### src/design/sys_config_defines.vh
// constants for the reset-cause and system-options register block
// assumes: included by bare name from files under design/
`ifndef SYS_CONFIG_DEFINES_VH
`define SYS_CONFIG_DEFINES_VH

// ----------------------------------------
// register indices on the register port
// ----------------------------------------
`define IDX_RESET_CAUSE     2'h0
`define IDX_DEBUG_FORCE     2'h1
`define IDX_SYSTEM_OPTIONS  2'h2
`define IDX_CLOCK_OUTPUT    2'h3

// ----------------------------------------
// reset_cause_flags bit positions
// ----------------------------------------
`define BIT_POWER_ON        7
`define BIT_PIN             6
`define BIT_WATCHDOG        5
`define BIT_ILLEGAL_OPCODE  4
`define BIT_CLOCK_GEN       2
`define BIT_LOW_VOLTAGE     1

// ----------------------------------------
// other field positions
// ----------------------------------------
`define BIT_FORCE_RESET     0
`define BIT_WDOG_ENABLE     7
`define BIT_WDOG_TIMEOUT    6
`define BIT_STOP_ENABLE     5
`define BIT_CLKOUT_ENABLE   4
`define CLKOUT_DIV_MSB      2
`define CLKOUT_DIV_LSB      0

// ----------------------------------------
// reset values
// ----------------------------------------
`define RST_FLAGS_POWER_ON  8'h82
`define RST_WDOG_ENABLE     1'b1
`define RST_WDOG_TIMEOUT    1'b1
`define RST_STOP_ENABLE     1'b0
`define RST_CLKOUT_ENABLE   1'b0
`define RST_CLKOUT_DIV      3'h0

// ----------------------------------------
// timing counts in bus clock cycles
// ----------------------------------------
`define WDOG_SHORT_CYCLES   8192
`define WDOG_LONG_CYCLES    262144
`define RST_HOLD_CYCLES     4'hF

`endif

### src/design/sys_config.v
// reset-cause recording, watchdog, write-once options, clock output
// assumes: rstn is the power-on reset; all inputs synchronous to clk
//
// Summary of operation
// - read-only cause flags at bits 7,6,5,4,2,1
// - debug forced reset leaves all flags clear
// - cause address write restarts watchdog only
// - power-on sets power-on and low-voltage flags
// - low-voltage reset needs both enables and trip
// - other resets flag active causes only
// - watchdog flag; disabled watchdog never resets
// - illegal stop or background opcode resets device
// - low reset pin sets pin flag
// - force bit only by debug host, reads zero
// - debug one in force bit resets device
// - options readable, only first write honored
// - options bits 3 and 2 read zero
// - watchdog enable at bit 7, resets one
// - timeout select bit 6: 2^13 or 2^18
// - stop enable bit 5 resets zero
// - clock output enable bit 4 drives pin
// - divide field gives bus over twice value
// - enabled with zero divide holds pin low
// - clock generator request sets its flag
// - enabled clock output forces pin to output
`timescale 1ns/1ps
`default_nettype none
`include "sys_config_defines.vh"

module sys_config #(
	parameter integer WDOG_SHORT_CYCLES = `WDOG_SHORT_CYCLES,
	parameter integer WDOG_LONG_CYCLES  = `WDOG_LONG_CYCLES
) (
	input  wire       clk,
	input  wire       rstn,
	input  wire [1:0] reg_sel,
	input  wire       reg_wr,
	input  wire       reg_rd,
	input  wire [7:0] reg_wdata,
	output wire [7:0] reg_rdata,
	input  wire       dbg_wr,
	input  wire [1:0] dbg_sel,
	input  wire [7:0] dbg_wdata,
	input  wire       reset_pin_n,
	input  wire       clock_gen_reset_req,
	input  wire       illegal_opcode_req,
	input  wire       stop_exec,
	input  wire       background_instruction,
	input  wire       background_mode_enable,
	input  wire       low_voltage_trip,
	input  wire       low_voltage_reset_enable,
	input  wire       low_voltage_stop_enable,
	input  wire       port_data_out,
	input  wire       port_dir_out,
	output wire       shared_port_pin_out,
	output wire       shared_port_pin_oe,
	output wire       system_reset_n,
	output wire       stop_mode_enter,
	output wire       watchdog_enable,
	output wire       watchdog_timeout_select,
	output wire       stop_mode_enable
);

	// ----------------------------------------
	// local constants
	// ----------------------------------------
	// two states suffice: running, or held in reset
	localparam       ST_RUN  = 1'b0;  // normal operation
	localparam       ST_HOLD = 1'b1;  // device held in reset
	// limits worked out at full width, then cut to the counter width
	localparam [31:0] WDOG_SHORT_M1  = WDOG_SHORT_CYCLES - 1;
	localparam [31:0] WDOG_LONG_M1   = WDOG_LONG_CYCLES - 1;
	localparam [17:0] WDOG_SHORT_LIM = WDOG_SHORT_M1[17:0];
	localparam [17:0] WDOG_LONG_LIM  = WDOG_LONG_M1[17:0];

	// ----------------------------------------
	// functions
	// ----------------------------------------
	// register index match for a write or read strobe
	// one compare shared by every write decode; the read mux uses a case on reg_sel
	function hit;
		input       strobe;
		input [1:0] sel;
		input [1:0] idx;
		begin
			hit = strobe && (sel == idx);
		end
	endfunction

	// cause flags captured when a reset is entered
	function [7:0] cause_flags;
		input [7:0] prev;
		input       pin;
		input       wdog;
		input       illegal_opcode_flag;
		input       clock_generator_flag;
		input       low_voltage_reset;
		begin
			cause_flags = 8'h00;
			if (low_voltage_reset) begin
				// low voltage keeps power-on flag, sets its own flag, clears rest
				cause_flags[`BIT_POWER_ON]    = prev[`BIT_POWER_ON];
				cause_flags[`BIT_LOW_VOLTAGE] = 1'b1;
			end else begin
				cause_flags[`BIT_PIN]            = pin;
				cause_flags[`BIT_WATCHDOG]       = wdog;
				cause_flags[`BIT_ILLEGAL_OPCODE] = illegal_opcode_flag;
				cause_flags[`BIT_CLOCK_GEN]      = clock_generator_flag;
			end
		end
	endfunction

	// ----------------------------------------
	// registers
	// ----------------------------------------
	reg        state_ff;      // reset sequencer state
	reg        nxt_state;
	reg  [3:0] hold_cnt_ff;   // cycles spent in reset hold
	reg  [3:0] nxt_hold_cnt;
	reg  [7:0] flags_ff;      // reset_cause_flags
	reg  [7:0] nxt_flags;
	reg        sys_rst_n_ff;  // device reset out
	reg        watchdog_enable_ff;       // watchdog_enable
	reg        watchdog_timeout_select_ff;       // watchdog_timeout_select
	reg        stop_mode_enable_ff;      // stop_mode_enable
	reg        lock_ff;       // options already written
	reg        clk_en_ff;     // clock_output_enable
	reg  [2:0] clk_div_ff;    // clock_output_divide
	reg [17:0] wdog_cnt_ff;   // watchdog count
	reg  [7:0] rdata_ff;      // read data
	reg  [7:0] nxt_rdata;

	// ----------------------------------------
	// decodes and reset causes
	// ----------------------------------------
	wire running    = (state_ff == ST_RUN);
	wire wr_cause   = hit(reg_wr, reg_sel, `IDX_RESET_CAUSE);
	wire wr_options = hit(reg_wr, reg_sel, `IDX_SYSTEM_OPTIONS);
	wire wr_clkout  = hit(reg_wr, reg_sel, `IDX_CLOCK_OUTPUT);
	// user writes to the force register never reach this term
	wire dbg_force  = hit(dbg_wr, dbg_sel, `IDX_DEBUG_FORCE)
	                  && dbg_wdata[`BIT_FORCE_RESET];
	wire [17:0] wdog_lim = watchdog_timeout_select_ff ? WDOG_LONG_LIM : WDOG_SHORT_LIM;
	// timeout only counts while enabled; >= so a limit shortened by the
	// first options write still trips instead of waiting for a wrap
	wire wdog_to    = watchdog_enable_ff && (wdog_cnt_ff >= wdog_lim);
	wire pin_act    = ~reset_pin_n;
	// either enable alone leaves a supply trip harmless
	wire lvr_act    = low_voltage_trip && low_voltage_reset_enable
	                  && low_voltage_stop_enable;
	wire illegal_opcode_flag_act   = illegal_opcode_req
	                  || (stop_exec && !stop_mode_enable_ff)
	                  || (background_instruction && !background_mode_enable);
	// every cause, debug force included, enters the same hold
	wire any_cause  = pin_act || wdog_to || illegal_opcode_flag_act || clock_gen_reset_req
	                  || lvr_act || dbg_force;

	// ----------------------------------------
	// reset sequencer next state
	// ----------------------------------------
	// causes are sampled only while running; in the hold only pin and supply restart the count
	always @* begin
		nxt_state    = state_ff;
		nxt_hold_cnt = hold_cnt_ff;
		nxt_flags    = flags_ff;
		case (state_ff)
			ST_RUN: begin
				if (any_cause) begin
					// a forced reset alone yields all zero
					nxt_flags    = cause_flags(flags_ff, pin_act, wdog_to,
					                           illegal_opcode_flag_act, clock_gen_reset_req,
					                           lvr_act);
					nxt_state    = ST_HOLD;
					nxt_hold_cnt = 4'h0;
				end
			end
			ST_HOLD: begin
				if (pin_act || lvr_act) begin
					// held while the pin or supply stays bad
					nxt_hold_cnt = 4'h0;
				end else if (hold_cnt_ff == `RST_HOLD_CYCLES) begin
					nxt_state = ST_RUN;  // release device
				end else begin
					nxt_hold_cnt = hold_cnt_ff + 4'h1;
				end
			end
			default: begin
				nxt_state = ST_HOLD;
			end
		endcase
	end

	// ----------------------------------------
	// reset sequencer and cause flags
	// ----------------------------------------
	// reset output comes from a flop so it never glitches
	always @(posedge clk or negedge rstn) begin
		if (!rstn) begin
			state_ff     <= ST_HOLD;
			hold_cnt_ff  <= 4'h0;
			flags_ff     <= `RST_FLAGS_POWER_ON;
			sys_rst_n_ff <= 1'b0;
		end else begin
			state_ff     <= nxt_state;
			hold_cnt_ff  <= nxt_hold_cnt;
			flags_ff     <= nxt_flags;
			sys_rst_n_ff <= (nxt_state == ST_RUN);
		end
	end

	// ----------------------------------------
	// watchdog counter
	// ----------------------------------------
	always @(posedge clk or negedge rstn) begin
		if (!rstn) begin
			wdog_cnt_ff <= 18'h00000;
		end else if (!running || wr_cause || !watchdog_enable_ff) begin
			// cause-address write restarts the count
			wdog_cnt_ff <= 18'h00000;
		end else if (wdog_cnt_ff < wdog_lim) begin
			// the count parks at its limit and never wraps
			wdog_cnt_ff <= wdog_cnt_ff + 18'h00001;
		end
	end

	// ----------------------------------------
	// write-once system options
	// ----------------------------------------
	always @(posedge clk or negedge rstn) begin
		if (!rstn) begin
			watchdog_enable_ff  <= `RST_WDOG_ENABLE;
			watchdog_timeout_select_ff  <= `RST_WDOG_TIMEOUT;
			stop_mode_enable_ff <= `RST_STOP_ENABLE;
			lock_ff  <= 1'b0;
		end else if (!running) begin
			// any device reset restores defaults and unlocks,
			// so software has to take the lock again after each restart
			watchdog_enable_ff  <= `RST_WDOG_ENABLE;
			watchdog_timeout_select_ff  <= `RST_WDOG_TIMEOUT;
			stop_mode_enable_ff <= `RST_STOP_ENABLE;
			lock_ff  <= 1'b0;
		end else if (wr_options && !lock_ff) begin
			// first write wins, later writes dropped
			watchdog_enable_ff  <= reg_wdata[`BIT_WDOG_ENABLE];
			watchdog_timeout_select_ff  <= reg_wdata[`BIT_WDOG_TIMEOUT];
			stop_mode_enable_ff <= reg_wdata[`BIT_STOP_ENABLE];
			lock_ff  <= 1'b1;
		end
	end

	// ----------------------------------------
	// clock output control
	// ----------------------------------------
	always @(posedge clk or negedge rstn) begin
		if (!rstn) begin
			clk_en_ff  <= `RST_CLKOUT_ENABLE;
			clk_div_ff <= `RST_CLKOUT_DIV;
		end else if (!running) begin
			// pin falls back to the port during any device reset
			clk_en_ff  <= `RST_CLKOUT_ENABLE;
			clk_div_ff <= `RST_CLKOUT_DIV;
		end else if (wr_clkout) begin
			clk_en_ff  <= reg_wdata[`BIT_CLKOUT_ENABLE];
			clk_div_ff <= reg_wdata[`CLKOUT_DIV_MSB:`CLKOUT_DIV_LSB];
		end
	end

	// ----------------------------------------
	// read data mux
	// ----------------------------------------
	// registered read data stands until the next read strobe
	always @* begin
		nxt_rdata = rdata_ff;
		if (reg_rd) begin
			nxt_rdata = 8'h00;
			case (reg_sel)
				`IDX_RESET_CAUSE: begin
					nxt_rdata = flags_ff;
				end
				`IDX_DEBUG_FORCE: begin
					nxt_rdata = 8'h00;
				end
				`IDX_SYSTEM_OPTIONS: begin
					// bits 3 and 2 stay zero
					nxt_rdata[`BIT_WDOG_ENABLE]  = watchdog_enable_ff;
					nxt_rdata[`BIT_WDOG_TIMEOUT] = watchdog_timeout_select_ff;
					nxt_rdata[`BIT_STOP_ENABLE]  = stop_mode_enable_ff;
				end
				`IDX_CLOCK_OUTPUT: begin
					nxt_rdata[`BIT_CLKOUT_ENABLE] = clk_en_ff;
					nxt_rdata[`CLKOUT_DIV_MSB:`CLKOUT_DIV_LSB] = clk_div_ff;
				end
				default: begin
					// indices beyond the table read zero
					nxt_rdata = 8'h00;
				end
			endcase
		end
	end

	// read data register
	always @(posedge clk or negedge rstn) begin
		if (!rstn) begin
			rdata_ff <= 8'h00;
		end else begin
			rdata_ff <= nxt_rdata;
		end
	end

	// ----------------------------------------
	// divided clock and shared pin
	// ----------------------------------------
	// the divider restarts low whenever the device is held in reset
	wire div_clk;  // divided bus clock

	clock_output_divider u_div (
		.clk     (clk),
		.rstn    (rstn),
		.clear   (!running),
		.enable  (clk_en_ff),
		.divide  (clk_div_ff),
		.clk_out (div_clk)
	);

	// enabled clock output overrides port direction
	assign shared_port_pin_oe  = clk_en_ff ? 1'b1 : port_dir_out;
	assign shared_port_pin_out = clk_en_ff ? div_clk : port_data_out;

	// ----------------------------------------
	// outputs
	// ----------------------------------------
	assign reg_rdata               = rdata_ff;
	assign system_reset_n          = sys_rst_n_ff;
	// legal stop only when stop mode is enabled
	assign stop_mode_enter         = running && stop_exec && stop_mode_enable_ff;
	// option bits go straight to the core that uses them
	assign watchdog_enable         = watchdog_enable_ff;
	assign watchdog_timeout_select = watchdog_timeout_select_ff;
	assign stop_mode_enable        = stop_mode_enable_ff;

endmodule

`default_nettype wire

### src/design/clock_output_divider.v
// divided bus clock generator for the shared port pin
// assumes: one clock, asynchronous active-low reset, sync clear
`timescale 1ns/1ps
`default_nettype none

module clock_output_divider (
	input  wire       clk,
	input  wire       rstn,
	input  wire       clear,
	input  wire       enable,
	input  wire [2:0] divide,
	output wire       clk_out
);

	// ----------------------------------------
	// state
	// ----------------------------------------
	reg [2:0] cnt_ff;    // cycles since last toggle
	reg       level_ff;  // current output level

	// ----------------------------------------
	// toggle every divide cycles, zero holds low
	// ----------------------------------------
	always @(posedge clk or negedge rstn) begin
		if (!rstn) begin
			cnt_ff   <= 3'h0;
			level_ff <= 1'b0;
		end else if (clear || !enable || divide == 3'h0) begin
			cnt_ff   <= 3'h0;
			level_ff <= 1'b0;
		end else if (cnt_ff >= divide - 3'h1) begin
			cnt_ff   <= 3'h0;
			level_ff <= ~level_ff;
		end else begin
			cnt_ff   <= cnt_ff + 3'h1;
		end
	end

	assign clk_out = level_ff;

endmodule

`default_nettype wire

### config.mk
export PLATFORM = sky130hd
export DESIGN_NAME = sys_config
export DESIGN_NICKNAME = d
export VERILOG_FILES = /design/src/design/sys_config.v /design/src/design/clock_output_divider.v
export VERILOG_INCLUDE_DIRS = /design/src /design/src/design
export SDC_FILE = /design/constraint.sdc
export NUM_CORES = 1
export LEC_CHECK = 0
export ABC_CLOCK_PERIOD_IN_PS = 2400
export BUFFER_PORTS_ARGS = -buffer_cell sky130_fd_sc_hd__buf_2
export CORE_UTILIZATION = 45
export CTS_CLUSTER_SIZE = 40
export DETAILED_ROUTE_END_ITERATION = 12
export MAX_ROUTING_LAYER = met4
export PLACE_DENSITY = 0.77
export SYNTH_ARGS = -nofsm -noshare
export SYNTH_HDL_FRONTEND = slang
export SYNTH_HIERARCHICAL = 1
export SYNTH_SLANG_ARGS = --single-unit
### constraint.sdc
create_clock -name clk -period 2.4 [get_ports clk]
set_input_delay 0.12 -clock clk [delete_from_list [all_inputs] [get_ports clk]]
set_output_delay 0.12 -clock clk [all_outputs]
set_load 0.05 [all_outputs]
==> run metrics <==
Post-Synth XOR/XNOR Area=0.9362%; initial antenna violation count=0; most common flop cell mapped by yosys=dfrtp_1; minimum clock period=2322 ps; RR Endpoint=wdog_cnt_ff[13]; Area Overhead vs Synth=16.18%; CTS buffer count=5; Data required, critical path=2640 ps; largest family of logic cells by synthesized area=simple AND/OR/NAND/NOR gates; layout cells sized above 1=around 26%; Hold WS=42.15 ps; initial core utilization=47.12%; vias per cell=~5.6; router iterations before antenna repair=4; DIE AREA=6556 µm²; GRT overflow=0; power per standard cell area=452.5 nW/µm²; CTS max path bufs=2; fill count=532; VDD IR max=240.6 µV; H-tree depth=2; launching element type of the critical path=flip-flop; flops & latches, synth=49; Crit Path Class=reg2reg; Cells after Synth=approximately 280; CP Capture Type=flip-flop; Core Rows=28; CTS tree=done; Synth Area in Simple Gates=21.85%; Max Slew Vio Count=0; Core Area=5956 µm²; max-cap viol count=0; hpwl dp=4.285 mm; Setup Skew=around 13 ps; status=finished clean; hold path start=reg_wdata[7]; hold path endpoint=watchdog_enable; R2R Path Start=watchdog_timeout_select; Post-Syn Nets=336; Hold Vio Cnt, Final=0; dpl cells=397; Antenna diodes=0; number of global-route vias before repair=2102; CP Max Fanout=6; warnings from Yosys=6; Synth top area share=between 30% and 40%; area leader, netlist=dfrtp_1; period utilization=96.76%; Leakage=1.413 nW; final number of setup-violating endpoints=0; non-filler cells, final=408; final wirelength=5.750 mm; largest net degree at the start of global routing=37; f_max=between 400 and 500 MHz; Port Buffers=41; final total power=1.476 mW; root buf cell=clkbuf_8; Worst-Skew Late Latency=320 ps; 1st-iter DRT viols=121; Reg clk slew, reported paths=about 100 ps; Synth cell types=58; register area share after synthesis=43.91%; via count=between 2000 and 2500; global placement routability congestion=0.8433; Worst Hold Path Cells=3; top cells by area, synth=dfrtp_1 39%, ha_1 7.1%, dfstp_2 4.7%; Top Ports=51; drc violations=0; Total GRT Usage=about a fifth; nets@finish=384; FF+latch area=1232 µm²; Synth Area in Compound Gates=~19%; number of flops mapped to enable cells by yosys=0; mux share of post-synthesis cell area=2.541%; path depth of the worst reg2reg path=8; async set or reset register ratio after synthesis=100.0%; synthesized area=2806 µm²; Hold Crit Class=in2reg; WL per Instance=about 14 µm; die width=80.97 µm; multi-input logic area=roughly 1500 µm²; Post-Synth Adder-Cell Area=7.133%; DRT antenna net count=0; Die Ht=80.97 µm; Worst EP arrival=2560 ps; RSZ-0062 raised after global routing=yes; Syn Area/Cell=9.882 µm²; Sink Count=49; flop-to-flop setup slack=80 ps; first-pass GRT wire length=9.487 mm
## layout make-up
type / count / area share, %
Clock inverter: 3 / 0.7675
Multi-Input combinational cell: 209 / 45.74
Tap cell: 75 / 2.878
Sequential cell: 49 / 37.80
Inverter: 16 / 1.842
Timing Repair Buffer: 51 / 8.864
Clock buffer: 5 / 2.111
## worst max path at each step
stage          depth (start not counted)               to               startpoint
3_3_place_gp                           7   wdog_cnt_ff[6]  watchdog_timeout_select
2_1_floorplan                          8   wdog_cnt_ff[2]  watchdog_timeout_select
3_5_place_dp                           7   wdog_cnt_ff[3]  watchdog_timeout_select
6_report                               8  wdog_cnt_ff[13]  watchdog_timeout_select
5_1_grt                                8  wdog_cnt_ff[13]  watchdog_timeout_select
4_1_cts                                7   wdog_cnt_ff[3]  watchdog_timeout_select
## placed cells by master, fill, tap and decap left out, types with 7 or more instances in the layout
cell type	netlist	final
a21oi_1	24	23
nor2_1	10	10
or3_1	8	8
o2bb2ai_1	8	8
nand2_1	24	24
nand3_1	15	15
ha_1	16	15
o21ai_0	12	12
inv_1	16	15
buf_4	2	7
buf_2	0	41
dfrtp_1	44	44
## report_power, final
part | internal (mW) | switching (mW) | leakage [nW]
clock network | 0.211 | 0.297 | 0.0447
logic | 0.0426 | 0.0814 | 0.709
registers | 0.836 | 0.00776 | 0.659
## cells in the mapped netlist (7+ instances only)
| master | count |
|---|---|
| nand3_1 | 15 |
| ha_1 | 16 |
| nor2_1 | 10 |
| or3_1 | 8 |
| dfrtp_1 | 44 |
| o2bb2ai_1 | 8 |
| o21ai_0 | 12 |
| a21oi_1 | 24 |
| inv_1 | 16 |
| nand2_1 | 24 |
| clkbuf_1 | 7 |
## registers in the layout (all words and copies together), names as in the netlist, 3 cells and up
signal        cells
flags_ff          6
hold_cnt_ff       4
wdog_cnt_ff      18
reg_rdata         7
u_div/cnt_ff      3
clk_div_ff        3
## worst max-delay path, stage by stage (launching register included)
cell and delay, ps:
dfstp_2 560, inv_2 80, ha_1 300, and3_1 200, o21ai_4 170, buf_6 140
nand4_1 220, or3_1 440, a21oi_2 130
## repair_timing
action                     in CTS  in global routing
setup buffers                   0                  1
hold endpoints to repair       14                  0
resized for setup               0                  5
setup endpoints to repair       0                 17
hold buffers                    2                  0
## stage by stage
step	setup TNS (ps)	setup WS [ps]	utilization [%]	cell area, µm²
CTS	0	42.70	54.05	3219
finish	0	77.65	54.75	3261
floorplan	0	40.06	-	2806
detailed placement	0	68.36	52.14	3105
global placement	0	133.7	52.14	3105
global route	-49.41	-39.83	54.75	3261
## metal layers
layer / global-route usage [%] / up-vias / share of wire [%]
li1: - / 1151 / -
met1: 24.98 / 1084 / 49
met2: 30.08 / 31 / 47
met3: 3.483 / 6 / 2.5
met4: 6.250 / 0 / 1.3
met5: - / - / 0
## logic make-up (layout without fill, tap and decap cells)
logic type	after synthesis	in the layout
and+or+nand+nor	105	105
AOI/OAI and AO/OA	77	77
DFF	49	49
buffers and inverters	26	75
adders and majority gates	16	16
muxes	7	7
xor gates and xnor gates	3	3
other	1	1
Power figures use the tool's default switching activity.
